`src/sfs_pkg.sv`:
```
/*
 * sfs_pkg: constants, state codes and bundles for the secondary fault
 * status block. Assumes a single 100 MHz ref_clk domain and a 32-bit
 * AHB-Lite register bus with byte addresses.
 */
`default_nettype none

package sfs_pkg;

   // register byte offsets
   localparam logic [7:0] SFS_STATUS_OFS   = 8'h00;
   localparam logic [7:0] SFS_IRQ_STAT_OFS = 8'h04;
   localparam logic [7:0] SFS_IRQ_MASK_OFS = 8'h08;
   localparam logic [7:0] SFS_ROUTE_OFS    = 8'h0c;
   localparam logic [7:0] SFS_STATE_OFS    = 8'h10;

   // status field positions
   localparam int SFS_ALARM_OR_BIT = 10;
   localparam int SFS_WARN_OR_BIT  = 9;
   localparam int SFS_SELFTEST_BIT = 8;
   localparam int SFS_CLKMON_BIT   = 7;
   localparam int SFS_CFGCRC_BIT   = 6;
   localparam int SFS_TRIMCRC_BIT  = 5;

   // routing register: low nibble to alarm pin, high nibble to warning pin
   localparam int SFS_ROUTE_ALARM_LSB = 0;
   localparam int SFS_ROUTE_WARN_LSB  = 4;

   // values after reset, checksum seed and polynomial
   localparam logic [15:0] SFS_STATUS_RST   = 16'h0000;
   localparam logic [15:0] SFS_IRQ_MASK_RST = 16'h0000;
   localparam logic [7:0]  SFS_ROUTE_RST    = 8'h0f;
   localparam logic [15:0] SFS_CRC_SEED     = 16'hffff;
   localparam logic [15:0] SFS_CRC_POLY     = 16'h1021;

   // primary clock period window, in ns, and derived ref_clk counts
   localparam int SFS_REF_CLK_MHZ   = 100;
   localparam int SFS_PRI_MIN_NS    = 60;
   localparam int SFS_PRI_MAX_NS    = 100;
   localparam int SFS_PRI_MIN_CYC   = (SFS_PRI_MIN_NS * SFS_REF_CLK_MHZ + 999) / 1000;
   localparam int SFS_PRI_MAX_CYC   = (SFS_PRI_MAX_NS * SFS_REF_CLK_MHZ) / 1000;
   localparam int SFS_MON_CNT_W     = 8;

   // width of the vector that the checksum function folds
   localparam int SFS_CRC_IN_W = 128;

   // device operating state, supplied by the device sequencer
   typedef enum logic [1:0] {
      SFS_ST_POWERUP = 2'b00,
      SFS_ST_CONFIG1 = 2'b01,
      SFS_ST_CONFIG2 = 2'b10,
      SFS_ST_ACTIVE  = 2'b11
   } sfs_opstate_t;

   // clock monitor states
   typedef enum logic [0:0] {
      SFS_MON_WAIT = 1'b0,
      SFS_MON_RUN  = 1'b1
   } sfs_monstate_t;

   // latched fault flags, msb first in status bit order
   typedef struct packed {
      logic selftestFaultFlag;
      logic clockMismatchFlag;
      logic configCrcFaultFlag;
      logic trimCrcFaultFlag;
   } sfs_faults_t;

   // write strobes decoded by the serial host port during configuration
   typedef struct packed {
      logic serialTestRegWrite;
      logic reservedBitWrite;
   } sfs_cfgwr_t;

endpackage : sfs_pkg

`default_nettype wire

```
`src/sfs_fault_status.sv`:
```
/*
 * sfs_fault_status: secondary side fault status bits with checksum
 * watchdogs on configuration and trim storage, a primary clock monitor,
 * fault pin summaries, an interrupt status/mask pair and an AHB-Lite
 * slave. Assumes opState, the config and trim words and the write
 * strobes come from logic on ref_clk; the primary clock is a pin.
 */
// Added by the designer: the AHB-Lite register port and the placing of the registers.
`default_nettype none

module sfs_fault_status
   import sfs_pkg::*;
#(
   parameter int CFG_REGS = 8,
   parameter int CFG_W    = 16,
   parameter int TRIM_W   = 64
) (
   input  wire logic                      ref_clk,
   input  wire logic                      srst,
   // ahb-lite slave
   input  wire logic                      hsel,
   input  wire logic [31:0]               haddr,
   input  wire logic [1:0]                htrans,
   input  wire logic                      hwrite,
   input  wire logic [2:0]                hsize,
   input  wire logic [31:0]               hwdata,
   input  wire logic                      hready,
   output logic                           hreadyout,
   output logic                           hresp,
   output logic [31:0]                    hrdata,
   // device context
   input  wire sfs_opstate_t              opState,
   input  wire logic                      selftestDone,
   input  wire logic                      selftestFail,
   input  wire logic                      primaryClkPin,
   input  wire logic [CFG_REGS*CFG_W-1:0] configWords,
   input  wire sfs_cfgwr_t                configWrites,
   input  wire logic [TRIM_W-1:0]         trimBits,
   // outputs
   output logic                           alarmFaultPinN,
   output logic                           warningFaultPinN,
   output logic                           irq
);

   // checksum over a zero-padded vector, shared by config and trim
   function automatic logic [15:0] crcFold(input logic [SFS_CRC_IN_W-1:0] vec);
      logic [15:0] c;
      c = SFS_CRC_SEED;
      for (int i = SFS_CRC_IN_W - 1; i >= 0; i--) begin
         c = (c[15] ^ vec[i]) ? ((c << 1) ^ SFS_CRC_POLY) : (c << 1);
      end
      return c;
   endfunction : crcFold

   logic [15:0]     cfgCrc;
   logic [15:0]     trimCrc;
   logic [15:0]     cfgSnap_q;
   logic [15:0]     trimSnap_q;
   sfs_opstate_t    prevState_q;
   logic            trimWatch;
   logic            selftestSeen_q;
   sfs_faults_t     faults_q;
   sfs_faults_t     faults_d;
   logic [3:0]      faultVec;
   logic            alarmOr_q;
   logic            warnOr_q;
   logic [15:0]     statusWord;
   logic [15:0]     irqStat_q;
   logic [15:0]     irqMask_q;
   logic [15:0]     irqEvent;
   logic [15:0]     irqClear;
   logic [7:0]      route_q;
   logic            addrPhase;
   logic            wrPend_q;
   logic [7:0]      wrAddr_q;
   logic [31:0]     rdData_q;
   logic            priSync1_q;
   logic            priSync2_q;
   logic            priLast_q;
   logic            priRise;
   sfs_monstate_t   monState_q;
   logic [SFS_MON_CNT_W-1:0] monCnt_q;
   logic            monBad;

   // both checksums are recomputed every cycle from the live storage
   assign cfgCrc  = crcFold(SFS_CRC_IN_W'(configWords));
   assign trimCrc = crcFold(SFS_CRC_IN_W'(trimBits));

   // trim storage is only watched in the two later states
   assign trimWatch = (opState == SFS_ST_CONFIG2) || (opState == SFS_ST_ACTIVE);

   // state history, used to skip the config checksum compare on the first active cycle
   always_ff @(posedge ref_clk) begin
      if (srst) begin
         prevState_q <= SFS_ST_POWERUP;
      end else begin
         prevState_q <= opState;
      end
   end

   // config snapshot taken on the cycle before active begins counting
   always_ff @(posedge ref_clk) begin
      if (srst) begin
         cfgSnap_q <= SFS_CRC_SEED;
      end else if (opState != SFS_ST_ACTIVE) begin
         cfgSnap_q <= cfgCrc;
      end
   end

   // trim snapshot follows the storage while unwatched
   always_ff @(posedge ref_clk) begin
      if (srst) begin
         trimSnap_q <= SFS_CRC_SEED;
      end else if (!trimWatch) begin
         trimSnap_q <= trimCrc;
      end
   end

   // primary clock pin synchroniser, second stage feeds the edge detect;
   // all stages reset high so a pin parked at either level shows no false rise
   always_ff @(posedge ref_clk) begin
      if (srst) begin
         priSync1_q <= 1'b1;
         priSync2_q <= 1'b1;
         priLast_q  <= 1'b1;
      end else begin
         priSync1_q <= primaryClkPin;
         priSync2_q <= priSync1_q;
         priLast_q  <= priSync2_q;
      end
   end

   assign priRise = priSync2_q & ~priLast_q;

   // period too short, too long, or clock stuck past the max window
   assign monBad = (monState_q == SFS_MON_RUN) &&
                   ((priRise && (monCnt_q < SFS_MON_CNT_W'(SFS_PRI_MIN_CYC))) ||
                    (monCnt_q > SFS_MON_CNT_W'(SFS_PRI_MAX_CYC)));

   // clock monitor: arms on the first primary edge, then times each period
   always_ff @(posedge ref_clk) begin
      if (srst) begin
         monState_q <= SFS_MON_WAIT;
         monCnt_q   <= '0;
      end else begin
         case (monState_q)
            SFS_MON_WAIT: begin
               monCnt_q <= '0;
               if (priRise) begin
                  monState_q <= SFS_MON_RUN;
               end
            end
            SFS_MON_RUN: begin
               if (priRise) begin
                  monCnt_q <= SFS_MON_CNT_W'(1);
               end else if (monCnt_q != '1) begin
                  monCnt_q <= monCnt_q + SFS_MON_CNT_W'(1); // saturates
               end
            end
            default: begin
               monState_q <= SFS_MON_WAIT;
               monCnt_q   <= '0;
            end
         endcase
      end
   end

   // self-test result only counts for the first report made while in power-up
   always_ff @(posedge ref_clk) begin
      if (srst) begin
         selftestSeen_q <= 1'b0;
      end else if (selftestDone && opState == SFS_ST_POWERUP) begin
         selftestSeen_q <= 1'b1;
      end
   end

   // fault flags are sticky; nothing but reset clears them
   always_comb begin
      faults_d = faults_q;
      if (selftestDone && selftestFail && !selftestSeen_q &&
          opState == SFS_ST_POWERUP) begin
         faults_d.selftestFaultFlag = 1'b1;
      end
      if (monBad) begin
         faults_d.clockMismatchFlag = 1'b1;
      end
      if (opState == SFS_ST_ACTIVE && prevState_q == SFS_ST_ACTIVE &&
          cfgCrc != cfgSnap_q) begin
         faults_d.configCrcFaultFlag = 1'b1;
      end
      if (opState == SFS_ST_CONFIG2 && (configWrites.serialTestRegWrite ||
                                        configWrites.reservedBitWrite)) begin
         faults_d.configCrcFaultFlag = 1'b1;
      end
      if (trimWatch && trimCrc != trimSnap_q) begin
         faults_d.trimCrcFaultFlag = 1'b1;
      end
   end

   always_ff @(posedge ref_clk) begin
      if (srst) begin
         faults_q <= '0;
      end else begin
         faults_q <= faults_d;
      end
   end

   assign faultVec = faults_q;

   // pin summaries, registered so the pins never glitch
   always_ff @(posedge ref_clk) begin
      if (srst) begin
         alarmOr_q <= 1'b0;
         warnOr_q  <= 1'b0;
      end else begin
         alarmOr_q <= |(faultVec & route_q[SFS_ROUTE_ALARM_LSB +: 4]);
         warnOr_q  <= |(faultVec & route_q[SFS_ROUTE_WARN_LSB +: 4]);
      end
   end

   assign alarmFaultPinN   = ~alarmOr_q;
   assign warningFaultPinN = ~warnOr_q;

   // status word, reserved bits read zero
   always_comb begin
      statusWord = SFS_STATUS_RST;
      statusWord[SFS_ALARM_OR_BIT] = alarmOr_q;
      statusWord[SFS_WARN_OR_BIT]  = warnOr_q;
      statusWord[SFS_SELFTEST_BIT] = faults_q.selftestFaultFlag;
      statusWord[SFS_CLKMON_BIT]   = faults_q.clockMismatchFlag;
      statusWord[SFS_CFGCRC_BIT]   = faults_q.configCrcFaultFlag;
      statusWord[SFS_TRIMCRC_BIT]  = faults_q.trimCrcFaultFlag;
   end

   // interrupt events are the rising edges of the fault flags
   always_comb begin
      irqEvent = '0;
      irqEvent[SFS_SELFTEST_BIT] = faults_d.selftestFaultFlag  & ~faults_q.selftestFaultFlag;
      irqEvent[SFS_CLKMON_BIT]   = faults_d.clockMismatchFlag  & ~faults_q.clockMismatchFlag;
      irqEvent[SFS_CFGCRC_BIT]   = faults_d.configCrcFaultFlag & ~faults_q.configCrcFaultFlag;
      irqEvent[SFS_TRIMCRC_BIT]  = faults_d.trimCrcFaultFlag   & ~faults_q.trimCrcFaultFlag;
   end

   // ahb address phase accepted; zero wait states, always okay
   assign addrPhase = hsel && htrans[1] && hready;
   assign hreadyout = 1'b1;
   assign hresp     = 1'b0;
   assign hrdata    = rdData_q;

   always_ff @(posedge ref_clk) begin
      if (srst) begin
         wrPend_q <= 1'b0;
         wrAddr_q <= '0;
      end else begin
         wrPend_q <= addrPhase && hwrite;
         wrAddr_q <= haddr[7:0];
      end
   end

   // write-one-to-clear mask, applied in the data phase
   assign irqClear = (wrPend_q && wrAddr_q == SFS_IRQ_STAT_OFS) ? hwdata[15:0] : '0;

   // a new event wins over a clear landing in the same cycle
   always_ff @(posedge ref_clk) begin
      if (srst) begin
         irqStat_q <= '0;
      end else begin
         irqStat_q <= (irqStat_q & ~irqClear) | irqEvent;
      end
   end

   // writable mask and routing; the status word takes no writes
   always_ff @(posedge ref_clk) begin
      if (srst) begin
         irqMask_q <= SFS_IRQ_MASK_RST;
         route_q   <= SFS_ROUTE_RST;
      end else if (wrPend_q) begin
         if (wrAddr_q == SFS_IRQ_MASK_OFS) begin
            irqMask_q <= hwdata[15:0];
         end
         if (wrAddr_q == SFS_ROUTE_OFS) begin
            route_q <= hwdata[7:0];
         end
      end
   end

   // read data captured at the address phase, held until the next read
   always_ff @(posedge ref_clk) begin
      if (srst) begin
         rdData_q <= '0;
      end else if (addrPhase && !hwrite) begin
         case (haddr[7:0])
            SFS_STATUS_OFS:   rdData_q <= {16'h0000, statusWord};
            SFS_IRQ_STAT_OFS: rdData_q <= {16'h0000, irqStat_q};
            SFS_IRQ_MASK_OFS: rdData_q <= {16'h0000, irqMask_q};
            SFS_ROUTE_OFS:    rdData_q <= {24'h000000, route_q};
            SFS_STATE_OFS:    rdData_q <= {29'h00000000, monState_q, opState};
            default:          rdData_q <= 32'h00000000;
         endcase
      end
   end

   // level interrupt, registered
   always_ff @(posedge ref_clk) begin
      if (srst) begin
         irq <= 1'b0;
      end else begin
         irq <= |((irqStat_q & ~irqClear | irqEvent) & irqMask_q);
      end
   end

endmodule : sfs_fault_status

`default_nettype wire

```
`config.mk`:
```
export PLATFORM = sky130hd
export DESIGN_NAME = sfs_fault_status
export DESIGN_NICKNAME = d
export VERILOG_FILES = /design/src/sfs_pkg.sv /design/src/sfs_fault_status.sv
export SDC_FILE = /design/constraint.sdc
export NUM_CORES = 1
export LEC_CHECK = 0
export ABC_CLOCK_PERIOD_IN_PS = 9100
export BUFFER_PORTS_ARGS = -buffer_cell sky130_fd_sc_hd__buf_2
export CAP_MARGIN = 20
export CELL_PAD_IN_SITES_DETAIL_PLACEMENT = 1
export CELL_PAD_IN_SITES_GLOBAL_PLACEMENT = 2
export CORE_MARGIN = 1
export CORE_UTILIZATION = 33
export DETAILED_ROUTE_END_ITERATION = 10
export PLACE_DENSITY_LB_ADDON = 0.1
export SLEW_MARGIN = 0
export SYNTH_ARGS = -nofsm -noshare
export SYNTH_HDL_FRONTEND = slang
export SYNTH_SLANG_ARGS = --single-unit
```
`constraint.sdc`:
```
create_clock -name ref_clk -period 9.1 [get_ports ref_clk]
set_clock_uncertainty 0.2 [all_clocks]
set_input_delay 1.82 -clock ref_clk [delete_from_list [all_inputs] [get_ports ref_clk]]
set_output_delay 1.82 -clock ref_clk [all_outputs]
set_load 0.005 [all_outputs]
```
## Word-level counts from Yosys, hierarchy flattened

Cells that the tools add are included.

| storage, ports and cells | value |
|---|---|
| input bits | 273 |
| logic and storage cells | 670 |
| register bits | 135 |
| output and inout bits | 37 |

| operators by class | value |
|---|---|
| multiplexer cells | 204 |
| bitwise gates (word level) | 399 |
| reductions and logical operators | 27 |
| order comparisons | 2 |
| add/sub/neg operators | 1 |
| eq/ne operators | 15 |

Operators with widths:

| operator | count |
|---|---|
| $mux W13 | 192 |
| $not A3 Y3 | 190 |
| $xor A1 B1 Y1 | 184 |
| $pmux W16 S5 | 1 |
| $and A16 B16 Y16 | 2 |
| $eq A8 B4 Y1 const B | 4 |
| $ne A16 B16 Y1 | 2 |
| $eq A8 B3 Y1 const B | 2 |
| $mux W16 | 1 |
| $mux W8 | 2 |
| $not A16 Y16 | 1 |
| $or A16 B9 Y16 | 1 |
| $pmux W8 S2 | 1 |
| $reduce_or A16 Y1 | 1 |
| $logic_and A1 B1 Y1 | 15 |
| $add A8 B1 Y8 const B | 1 |
| $and A4 B4 Y4 | 2 |
| $eq A8 B5 Y1 const B | 1 |
| $gt A8 B4 Y1 const B | 1 |
| $logic_not A8 Y1 | 1 |
| $lt A8 B3 Y1 const B | 1 |
| $ne A8 B8 Y1 const B | 1 |
| $not A1 Y1 | 8 |
| $reduce_or A4 Y1 | 2 |
| 10 further kinds | 31 |

## Depth between registers and ports, before layout

Gate-level depths: netlist of the first run.

| logic depth | value |
|---|---|
| depth in word-level cells | 263 |
| depth in mapped cells | 20 |
| gate-level depth less buffers | 19 |

## Worst setup path before layout of the first run

No wires, ideal clock.

| path | value |
|---|---|
| kind | in2reg |
| start | in configWords[117] |
| end | reg irq |
| path slack | 0.456 ns |
| arrival time | 8.318 ns |
| path buffers | 1 |
| stages | 20 |
| required time | 8.774 ns |
| library setup time | 0.126 ns |
| path through | buf_2 -> xnor3_1 -> xor2_1 -> xnor3_1 -> xor3_1 -> xnor2_1 -> xnor3_2 -> xnor3_2 -> xnor3_1 -> xnor3_1 -> xor3_2 -> xnor3_1 -> xnor2_1 -> xnor3_1 -> xnor3_2 -> or3_1 -> a22oi_1 -> nand4_1 -> nand3_1 -> o211ai_1 |

| on the way | value |
|---|---|
| cells in the longest elaborated chain, start to end | 128 |
| elaborated cells on any way between the ends | 338 |
| those cells by class | 1 x eq/ne; 120 x mux; 215 x bitwise; 2 x reduce/logical |

Ends and longest elaborated chain:

| what | line | text |
|---|---|---|
| from (decl) | sfs_fault_status.sv:36 | `input wire logic [CFG_REGS*CFG_W-1:0] configWords,` |
| $xor A1 B1 Y1 * | sfs_fault_status.sv:50 | `c = (c[15] ^ vec[i]) ? ((c << 1) ^ SFS_CRC_POLY) : (c << 1);` |
| $mux W13 * | sfs_fault_status.sv:50 |  |
| $mux W13 (3 in a row) | sfs_fault_status.sv:50 |  |
| $mux W13 * | sfs_fault_status.sv:50 |  |
| $not A3 Y3 (no line) | -- |  |
| $mux W13 (7 in a row) | sfs_fault_status.sv:50 |  |
| $not A3 Y3 (no line) | -- |  |
| $mux W13 | sfs_fault_status.sv:50 |  |
| (+104 left out) | -- |  |
| $ne A16 B16 Y1 * | sfs_fault_status.sv:188 | `cfgCrc != cfgSnap_q) begin` |
| $logic_and A1 B1 Y1 * | sfs_fault_status.sv:187 | `if (opState == SFS_ST_ACTIVE && prevState_q == SFS_ST_ACTIVE &&` |
| $mux W1 * | sfs_fault_status.sv:187 |  |
| $mux W1 * | sfs_fault_status.sv:191 | `if (opState == SFS_ST_CONFIG2 && (configWrites.serialTestRegWrite \|\|` |
| $and A1 B1 Y1 * | sfs_fault_status.sv:240 | `irqEvent[SFS_CFGCRC_BIT] = faults_d.configCrcFaultFlag & ~faults_q.configCrcFaultFlag;` |
| $or A16 B9 Y16 * | sfs_fault_status.sv:308 | `irq <= \|((irqStat_q & ~irqClear \| irqEvent) & irqMask_q);` |
| $and A16 B16 Y16 * | sfs_fault_status.sv:308 |  |
| $reduce_or A16 Y1 * | sfs_fault_status.sv:308 |  |
| to (signal assigned) | sfs_fault_status.sv:308 |  |
| to (decl) | sfs_fault_status.sv:42 | `output logic irq` |

Every way passes the cells marked *; elsewhere a longest branch is shown, timed or not.
A chain may end at the register's enable or synchronous reset.

## Final worst setup path of the first run

| path | value |
|---|---|
| start | in configWords[124] |
| end | reg irq |

| on the way | value |
|---|---|
| cells in the longest elaborated chain, start to end | 136 |
| elaborated cells on any way between the ends | 359 |
| those cells by class | 1 x eq/ne; 127 x mux; 229 x bitwise; 2 x reduce/logical |

Ends and longest elaborated chain:

| what | line |
|---|---|
| $xor A1 B1 Y1 * | sfs_fault_status.sv:50 |
| $mux W13 * | sfs_fault_status.sv:50 |
| $mux W13 (3 in a row) | sfs_fault_status.sv:50 |
| $mux W13 * | sfs_fault_status.sv:50 |
| $not A3 Y3 (no line) | -- |
| $mux W13 (7 in a row) | sfs_fault_status.sv:50 |
| $not A3 Y3 (no line) | -- |
| $mux W13 | sfs_fault_status.sv:50 |
| (+112 left out) | -- |
| $ne A16 B16 Y1 * | sfs_fault_status.sv:188 |
| $logic_and A1 B1 Y1 * | sfs_fault_status.sv:187 |
| $mux W1 * | sfs_fault_status.sv:187 |
| $mux W1 * | sfs_fault_status.sv:191 |
| $and A1 B1 Y1 * | sfs_fault_status.sv:240 |
| $or A16 B9 Y16 * | sfs_fault_status.sv:308 |
| $and A16 B16 Y16 * | sfs_fault_status.sv:308 |
| $reduce_or A16 Y1 * | sfs_fault_status.sv:308 |

Marked as above.

==> impl_metrics.py, run 1 <==
metrics = {
    "grt": {
        "grt_busiest_layer": "met2",
        "use_met3": 0.0196,
        "antenna_found_initial": 0,
        "grt_first_pass_wirelength_um": 56100,
        "track_usage": 0.177,
        "grt_max_degree": 63,
        "grt.met2_usage": 0.319,
        "grt_overflow_total": 0,
        "use_met1": 0.231,
        "grt_pass1_vias": 9993,
    },
    "routing": {
        "drt_iter0_markers": 261,
        "ant_nets": 0,
        "routedWlPerCell_um": 18.0,
        "drt_pass1_iterations": 4,
        "vias": 9312,
        "routed_wirelength_um": 36800,
        "viasPerCell": 4.54,
        "drc": 0,
    },
    "die": {
        "ioPinCount": 310,
        "num_rows": 73,
        "die_w_um": 204,
        "start_util": 0.336,
        "fp.dieH_um": 204,
        "coreArea_um2": 40000,
        "dieArea_um2": 41600,
    },
    "min_path": {
        "hp-class": "flip-flop to flip-flop",
        "min_path_cells": 1,
        "worstHoldEndpoint": "priSync2_q",
        "min_from": "priSync1_q",
    },
    "status": {
        "status": "complete, no violations",
    },
    "cells_and_area": {
        "utilization": 0.414,
        "nNetsFinal": 1787,
        "post_route_cells_drive_above_1_share": 0.283,
        "syn_to_final_growth_pct": 23.0,
        "final_area_um2": 16600,
        "nFillCells": 4480,
    },
    "synthesis": {
        "ys_top_cells_by_area": "xnor3_1 28%, xnor2_1 18%, dfxtp_1 18%",
        "yosysWarnings": 0,
        "synth.top_cell.area_share": 0.278,
        "avgSynthCellArea_um2": 11.5,
        "async_flop_share": 0,
        "yosysMostFrequentCell": "xnor2_1",
        "yosysTopAreaCell": "xnor3_1",
        "syn_area_um2": 13500,
        "seq_area_frac_synth": 0.177,
        "ys_seq_elements": 119,
        "synthCells": 1175,
        "synth-main-ff-cell": "dfxtp_1",
        "synth_top_cells_by_count": "279 x xnor2_1, 166 x xnor3_1, 119 x dfxtp_1, 109 x xor2_1, 69 x nor2_1",
        "synth_edf_count": 0,
        "yosysUniqueCellTypes": 49,
    },
    "timing": {
        "rsz0062_at_grt": "no",
        "hold_ws_ns": 0.214,
        "fmax_mhz": 115,
        "maxSlewHeadroom": 0.457,
        "fin_crit_sh": 0.954,
        "final_max_slew_viol_count": 0,
        "hold_viol_final": 0,
        "setup_violations": 0,
        "worst_pin_slew_ns": 0.814,
        "min_period_ns": 8.68,
    },
    "worst_setup_path": {
        "reg2reg_to": "irq",
        "cpLargestDelayFamily": "XOR/XNOR gates",
        "path_max_fanout": 7,
        "critical_path_required_ns": 9.20,
        "crit_start": "configWords[124]",
        "cp_slowest_cell": "xnor3_1",
        "crit_type": "input pin to flip-flop",
        "critical_path_buf_inv_count": 4,
        "cp_num_cells": 23,
        "r2r_slack_ns": 5.48,
        "crit_chain": "buf_2, xnor3_1, xor2_1, buf_4, xnor2_1, xnor3_2, xnor3_2, xnor3_2, buf_4, xnor3_1, xnor2_2, xnor3_1, xnor3_1, xnor3_1, xnor2_1, xnor3_1, xnor3_2, or3_1, a22oi_1, nand4_1, buf_4, nand3_1, o211ai_1",
        "r2r.worst_path.cells": 9,
        "slowest_delay_ns": 0.53,
        "rr_startpoint": "wrAddr_q[4]",
        "crit_top_cell": "xnor3_1",
        "crit_arrival_ns": 8.78,
        "cp-start-kind": "input pin",
        "end_kind": "flip-flop",
    },
    "clock_network": {
        "cts_tree": "done",
        "clock-sinks": 119,
        "path_clk_slew_ns": 0.06,
        "numCtsBuffers": 17,
        "htree_levels": 4,
        "cts_root_buf": "clkbuf_16",
        "cts_buffer_depth": 2,
        "clk-insertion-delay-late_ns": 0.42,
        "ctsHoldBuffers": 0,
    },
    "run": {
        "cap_violations": 0,
    },
    "place": {
        "dp_hpwl_um": 30700,
        "io_buffers": 247,
        "placed_area_um2": 16000,
        "routabilityCongestion": 0.822,
    },
}
[layout make-up]
cell class	instances	area, um2	share of cell area
antenna	1	2.50	0.000151
clock buffer	17	425	0.0257
clock inverter	15	166	0.0100
inverter	11	41.3	0.00249
multi-input combinational	1007	10800	0.654
sequential	119	2380	0.144
tap	525	657	0.0397
timing repair buffer	356	2050	0.124
[cell usage in the layout, fill, tap and decap left out, types with 11 or more instances in the layout]
cell / Yosys / final
inv_1: 11 / 11
nor2b_1: 17 / 17
a22oi_1: 24 / 24
clkbuf_16: 0 / 17
buf_4: 18 / 109
xor2_1: 109 / 109
xnor2_1: 279 / 278
nand3_1: 32 / 32
xnor3_1: 166 / 166
o211ai_1: 15 / 15
and3_1: 17 / 17
nor2_1: 69 / 69
dfxtp_1: 119 / 119
xnor2_2: 10 / 11
o21ai_0: 18 / 18
buf_2: 1 / 247
nand2_1: 64 / 64
xor3_1: 31 / 31
mux2i_1: 42 / 42
conb_1: 2 / 18
[per-stage QoR]
step           worst slack, ns  setup TNS, ns  std cells
5_1_grt                 0.0127              0       2050
6_report                 0.417              0       2051
3_5_place_dp            -0.131         -0.260       2018
4_1_cts                  0.243              0       2050
2_1_floorplan            0.456              0       1191
3_3_place_gp            -0.119         -0.226       2018
[worst max path at each step]
| stage | end | slack [ns] |
|---|---|---|
| after floorplan | irq | 0.46 |
| after global placement | irq | -0.12 |
| after detailed placement | irq | -0.13 |
| after CTS | irq | 0.24 |
| after global routing | irq | 0.01 |
| final | irq | 0.42 |
[registers in the layout, indices dropped and copies added, names as in the netlist]
register and flops:
alarmOr_q 1, cfgSnap_q 16, faultVec 4, hrdata 16, irq 1, irqMask_q 16
irqStat_q 16, monCnt_q 8, monState_q 1, prevState_q 2, priLast_q 1, priSync1_q 1
priSync2_q 1, route_q 8, selftestSeen_q 1, trimSnap_q 16, warnOr_q 1, wrAddr_q 8
wrPend_q 1
[routing by layer]
metal | share of wire | wire, um
met2 | 0.50 | 18500
met3 | 0.031 | 1130
met5 | 0 | 0
met4 | 0.0068 | 251
met1 | 0.46 | 16900
[repair_timing]
item                                    4_1_cts  5_1_grt
gates resized for setup                       0        2
endpoints found under the setup margin        0        3
buffers inserted                              0        0
[logic make-up (layout without fill, tap and decap cells)]
family,after synthesis,count (layout),synth area share
xor gates and xnor gates,615,615,0.630
and+or+nand+nor,239,239,0.0850
DFF,119,119,0.177
AOI/OAI and AO/OA,86,86,0.0439
buffers and inverters,65,399,0.0238
muxes,47,47,0.0379
adders and majority gates,2,2,0.00186
other,2,19,0.000558
Power of run 1 is not shown: default switching activity piles up to over one toggle a cycle in this logic, so the estimate is an artifact.
==> inputs of run 2 (changes only) <==
--- a/config.mk
+++ b/config.mk
@@ -14,6 +14,7 @@
 export CORE_UTILIZATION = 33
 export DETAILED_ROUTE_END_ITERATION = 10
 export PLACE_DENSITY_LB_ADDON = 0.1
+export REMOVE_ABC_BUFFERS = 1
 export SLEW_MARGIN = 0
 export SYNTH_ARGS = -nofsm -noshare
 export SYNTH_HDL_FRONTEND = slang
==> constraint.sdc (replaced) <==
create_clock -name ref_clk -period 9.1 [get_ports ref_clk]
set_clock_uncertainty 0.2 [all_clocks]
set_input_delay 0.91 -clock ref_clk [delete_from_list [all_inputs] [get_ports ref_clk]]
set_output_delay 0.91 -clock ref_clk [all_outputs]
set_load 0.005 [all_outputs]
==> run 2 against run 1 <==
Net effect: final cell count decreased by 4.4%; hold slack improved by 0.016 ns; flip-flop and latch count unchanged; global-route usage increased by 0.090 points; via count decreased by 2.1%; routed wire length decreased by 0.40%; largest cell class unchanged; die area unchanged.
==> impl_metrics.py, run 2 (synthesis results as in run 1) <==
metrics = {
    "status": {
        "status": "complete, no violations",
    },
    "min_path": {
        "hp-class": "flip-flop to flip-flop",
    },
    "cells_and_area": {
        "final_area_um2": 15900,
        "nNetsFinal": 1697,
        "syn_to_final_growth_pct": 18.1,
        "utilization": 0.397,
        "post_route_cells_drive_above_1_share": 0.236,
        "nFillCells": 4415,
        "final_common_cell": "xnor2_1",
        "layout_common_cells": "279 x xnor2_1, 247 x buf_2, 166 x xnor3_1",
    },
    "worst_setup_path": {
        "critical_path_buf_inv_count": 1,
        "critical_path_required_ns": 9.19,
        "crit_arrival_ns": 8.48,
        "cp-start-kind": "input pin",
        "end_kind": "flip-flop",
        "crit_chain": "buf_2, xnor3_1, xor2_1, xnor3_1, xor3_1, xnor2_1, xnor3_2, xnor2_2, xor2_1, xor3_2, xor3_2, xnor3_1, xnor2_1, xnor3_1, xnor3_2, or3_1, a22oi_1, nand4_1, nand3_1, o211ai_1",
        "crit_type": "input pin to flip-flop",
        "cpLargestDelayFamily": "XOR/XNOR gates",
        "path_max_fanout": 5,
        "crit_top_cell": "xnor3_1",
        "slowest_delay_ns": 0.62,
        "cp_slowest_cell": "xnor3_2",
    },
    "routing": {
        "vias": 9114,
        "viasPerCell": 4.65,
        "drt_iter0_markers": 304,
        "drc": 0,
        "routed_wirelength_um": 36700,
        "ant_nets": 0,
        "drt_pass1_iterations": 4,
        "routedWlPerCell_um": 18.7,
    },
    "clock_network": {
        "post-cts-setup-buffer-count": 0,
        "cts_root_buf": "clkbuf_16",
        "numCtsBuffers": 17,
        "path_clk_slew_ns": 0.06,
        "cts_tree": "done",
        "cts_buffer_depth": 2,
        "ctsHoldBuffers": 0,
        "clk-insertion-delay-late_ns": 0.41,
        "htree_levels": 4,
        "cts_resized": 0,
        "clock-sinks": 119,
    },
    "die": {
        "coreArea_um2": 40000,
        "num_rows": 73,
        "ioPinCount": 310,
        "fp.dieH_um": 204,
        "dieArea_um2": 41600,
        "start_util": 0.336,
        "die_w_um": 204,
    },
    "timing": {
        "setup_violations": 0,
        "tns_ns": 0,
        "min_period_ns": 8.39,
        "final_max_slew_viol_count": 0,
        "worst_pin_slew_ns": 0.897,
        "maxSlewHeadroom": 0.402,
        "fmax_mhz": 119,
        "rsz0062_at_grt": "no",
        "fin_crit_sh": 0.922,
        "hold_viol_final": 0,
    },
    "run": {
        "cap_violations": 0,
    },
    "grt": {
        "grt_pass1_vias": 9715,
        "grt_first_pass_wirelength_um": 56400,
        "grt_overflow_total": 0,
        "antenna_found_initial": 0,
        "track_usage": 0.178,
        "grt_max_degree": 39,
    },
    "place": {
        "placed_area_um2": 15300,
        "io_buffers": 247,
        "dp_hpwl_um": 30500,
        "routabilityCongestion": 0.822,
    },
}
-- run 2: cell type report --
cell class | count | area [um2] | share of cell area
Antenna cell | 1 | 2.50 | 0.000157
Clock buffer | 22 | 474 | 0.0298
Clock inverter | 10 | 120 | 0.00756
Inverter | 11 | 41.3 | 0.00260
Multi-Input combinational cell | 1007 | 10800 | 0.682
Sequential cell | 119 | 2380 | 0.150
Tap cell | 525 | 657 | 0.0413
Timing Repair Buffer | 266 | 1380 | 0.0870
-- run 2: per-stage QoR --
stage / setup slack, ns / std cells / hold slack (ns)
6_report: 0.709 / 1961 / 0.230
5_1_grt: 0.392 / 1960 / 0.256
4_1_cts: 0.648 / 1959 / 0.240
3_5_place_dp: 0.271 / 1927 / 0.222
3_3_place_gp: 0.361 / 1927 / 0.222
2_1_floorplan: 1.46 / 1137 / 0.189
-- run 2: worst paths after layout --
kind	start	to	slack, ns	cells after the start
setup / recovery	configWords[124]	irq	0.71	20
hold / removal	priSync1_q	priSync2_q	0.23	1
setup reg to reg	wrAddr_q[4]	irq	5.50	9
hold reg to reg	priSync1_q	priSync2_q	0.23	1
-- run 2: layer usage --
metal | routed length (um) | track usage
met5 | 0 | 0
met4 | 178 | 0.0221
met3 | 1350 | 0.0201
met2 | 18300 | 0.318
met1 | 16800 | 0.235
Power of run 2 is left out for the same reason.
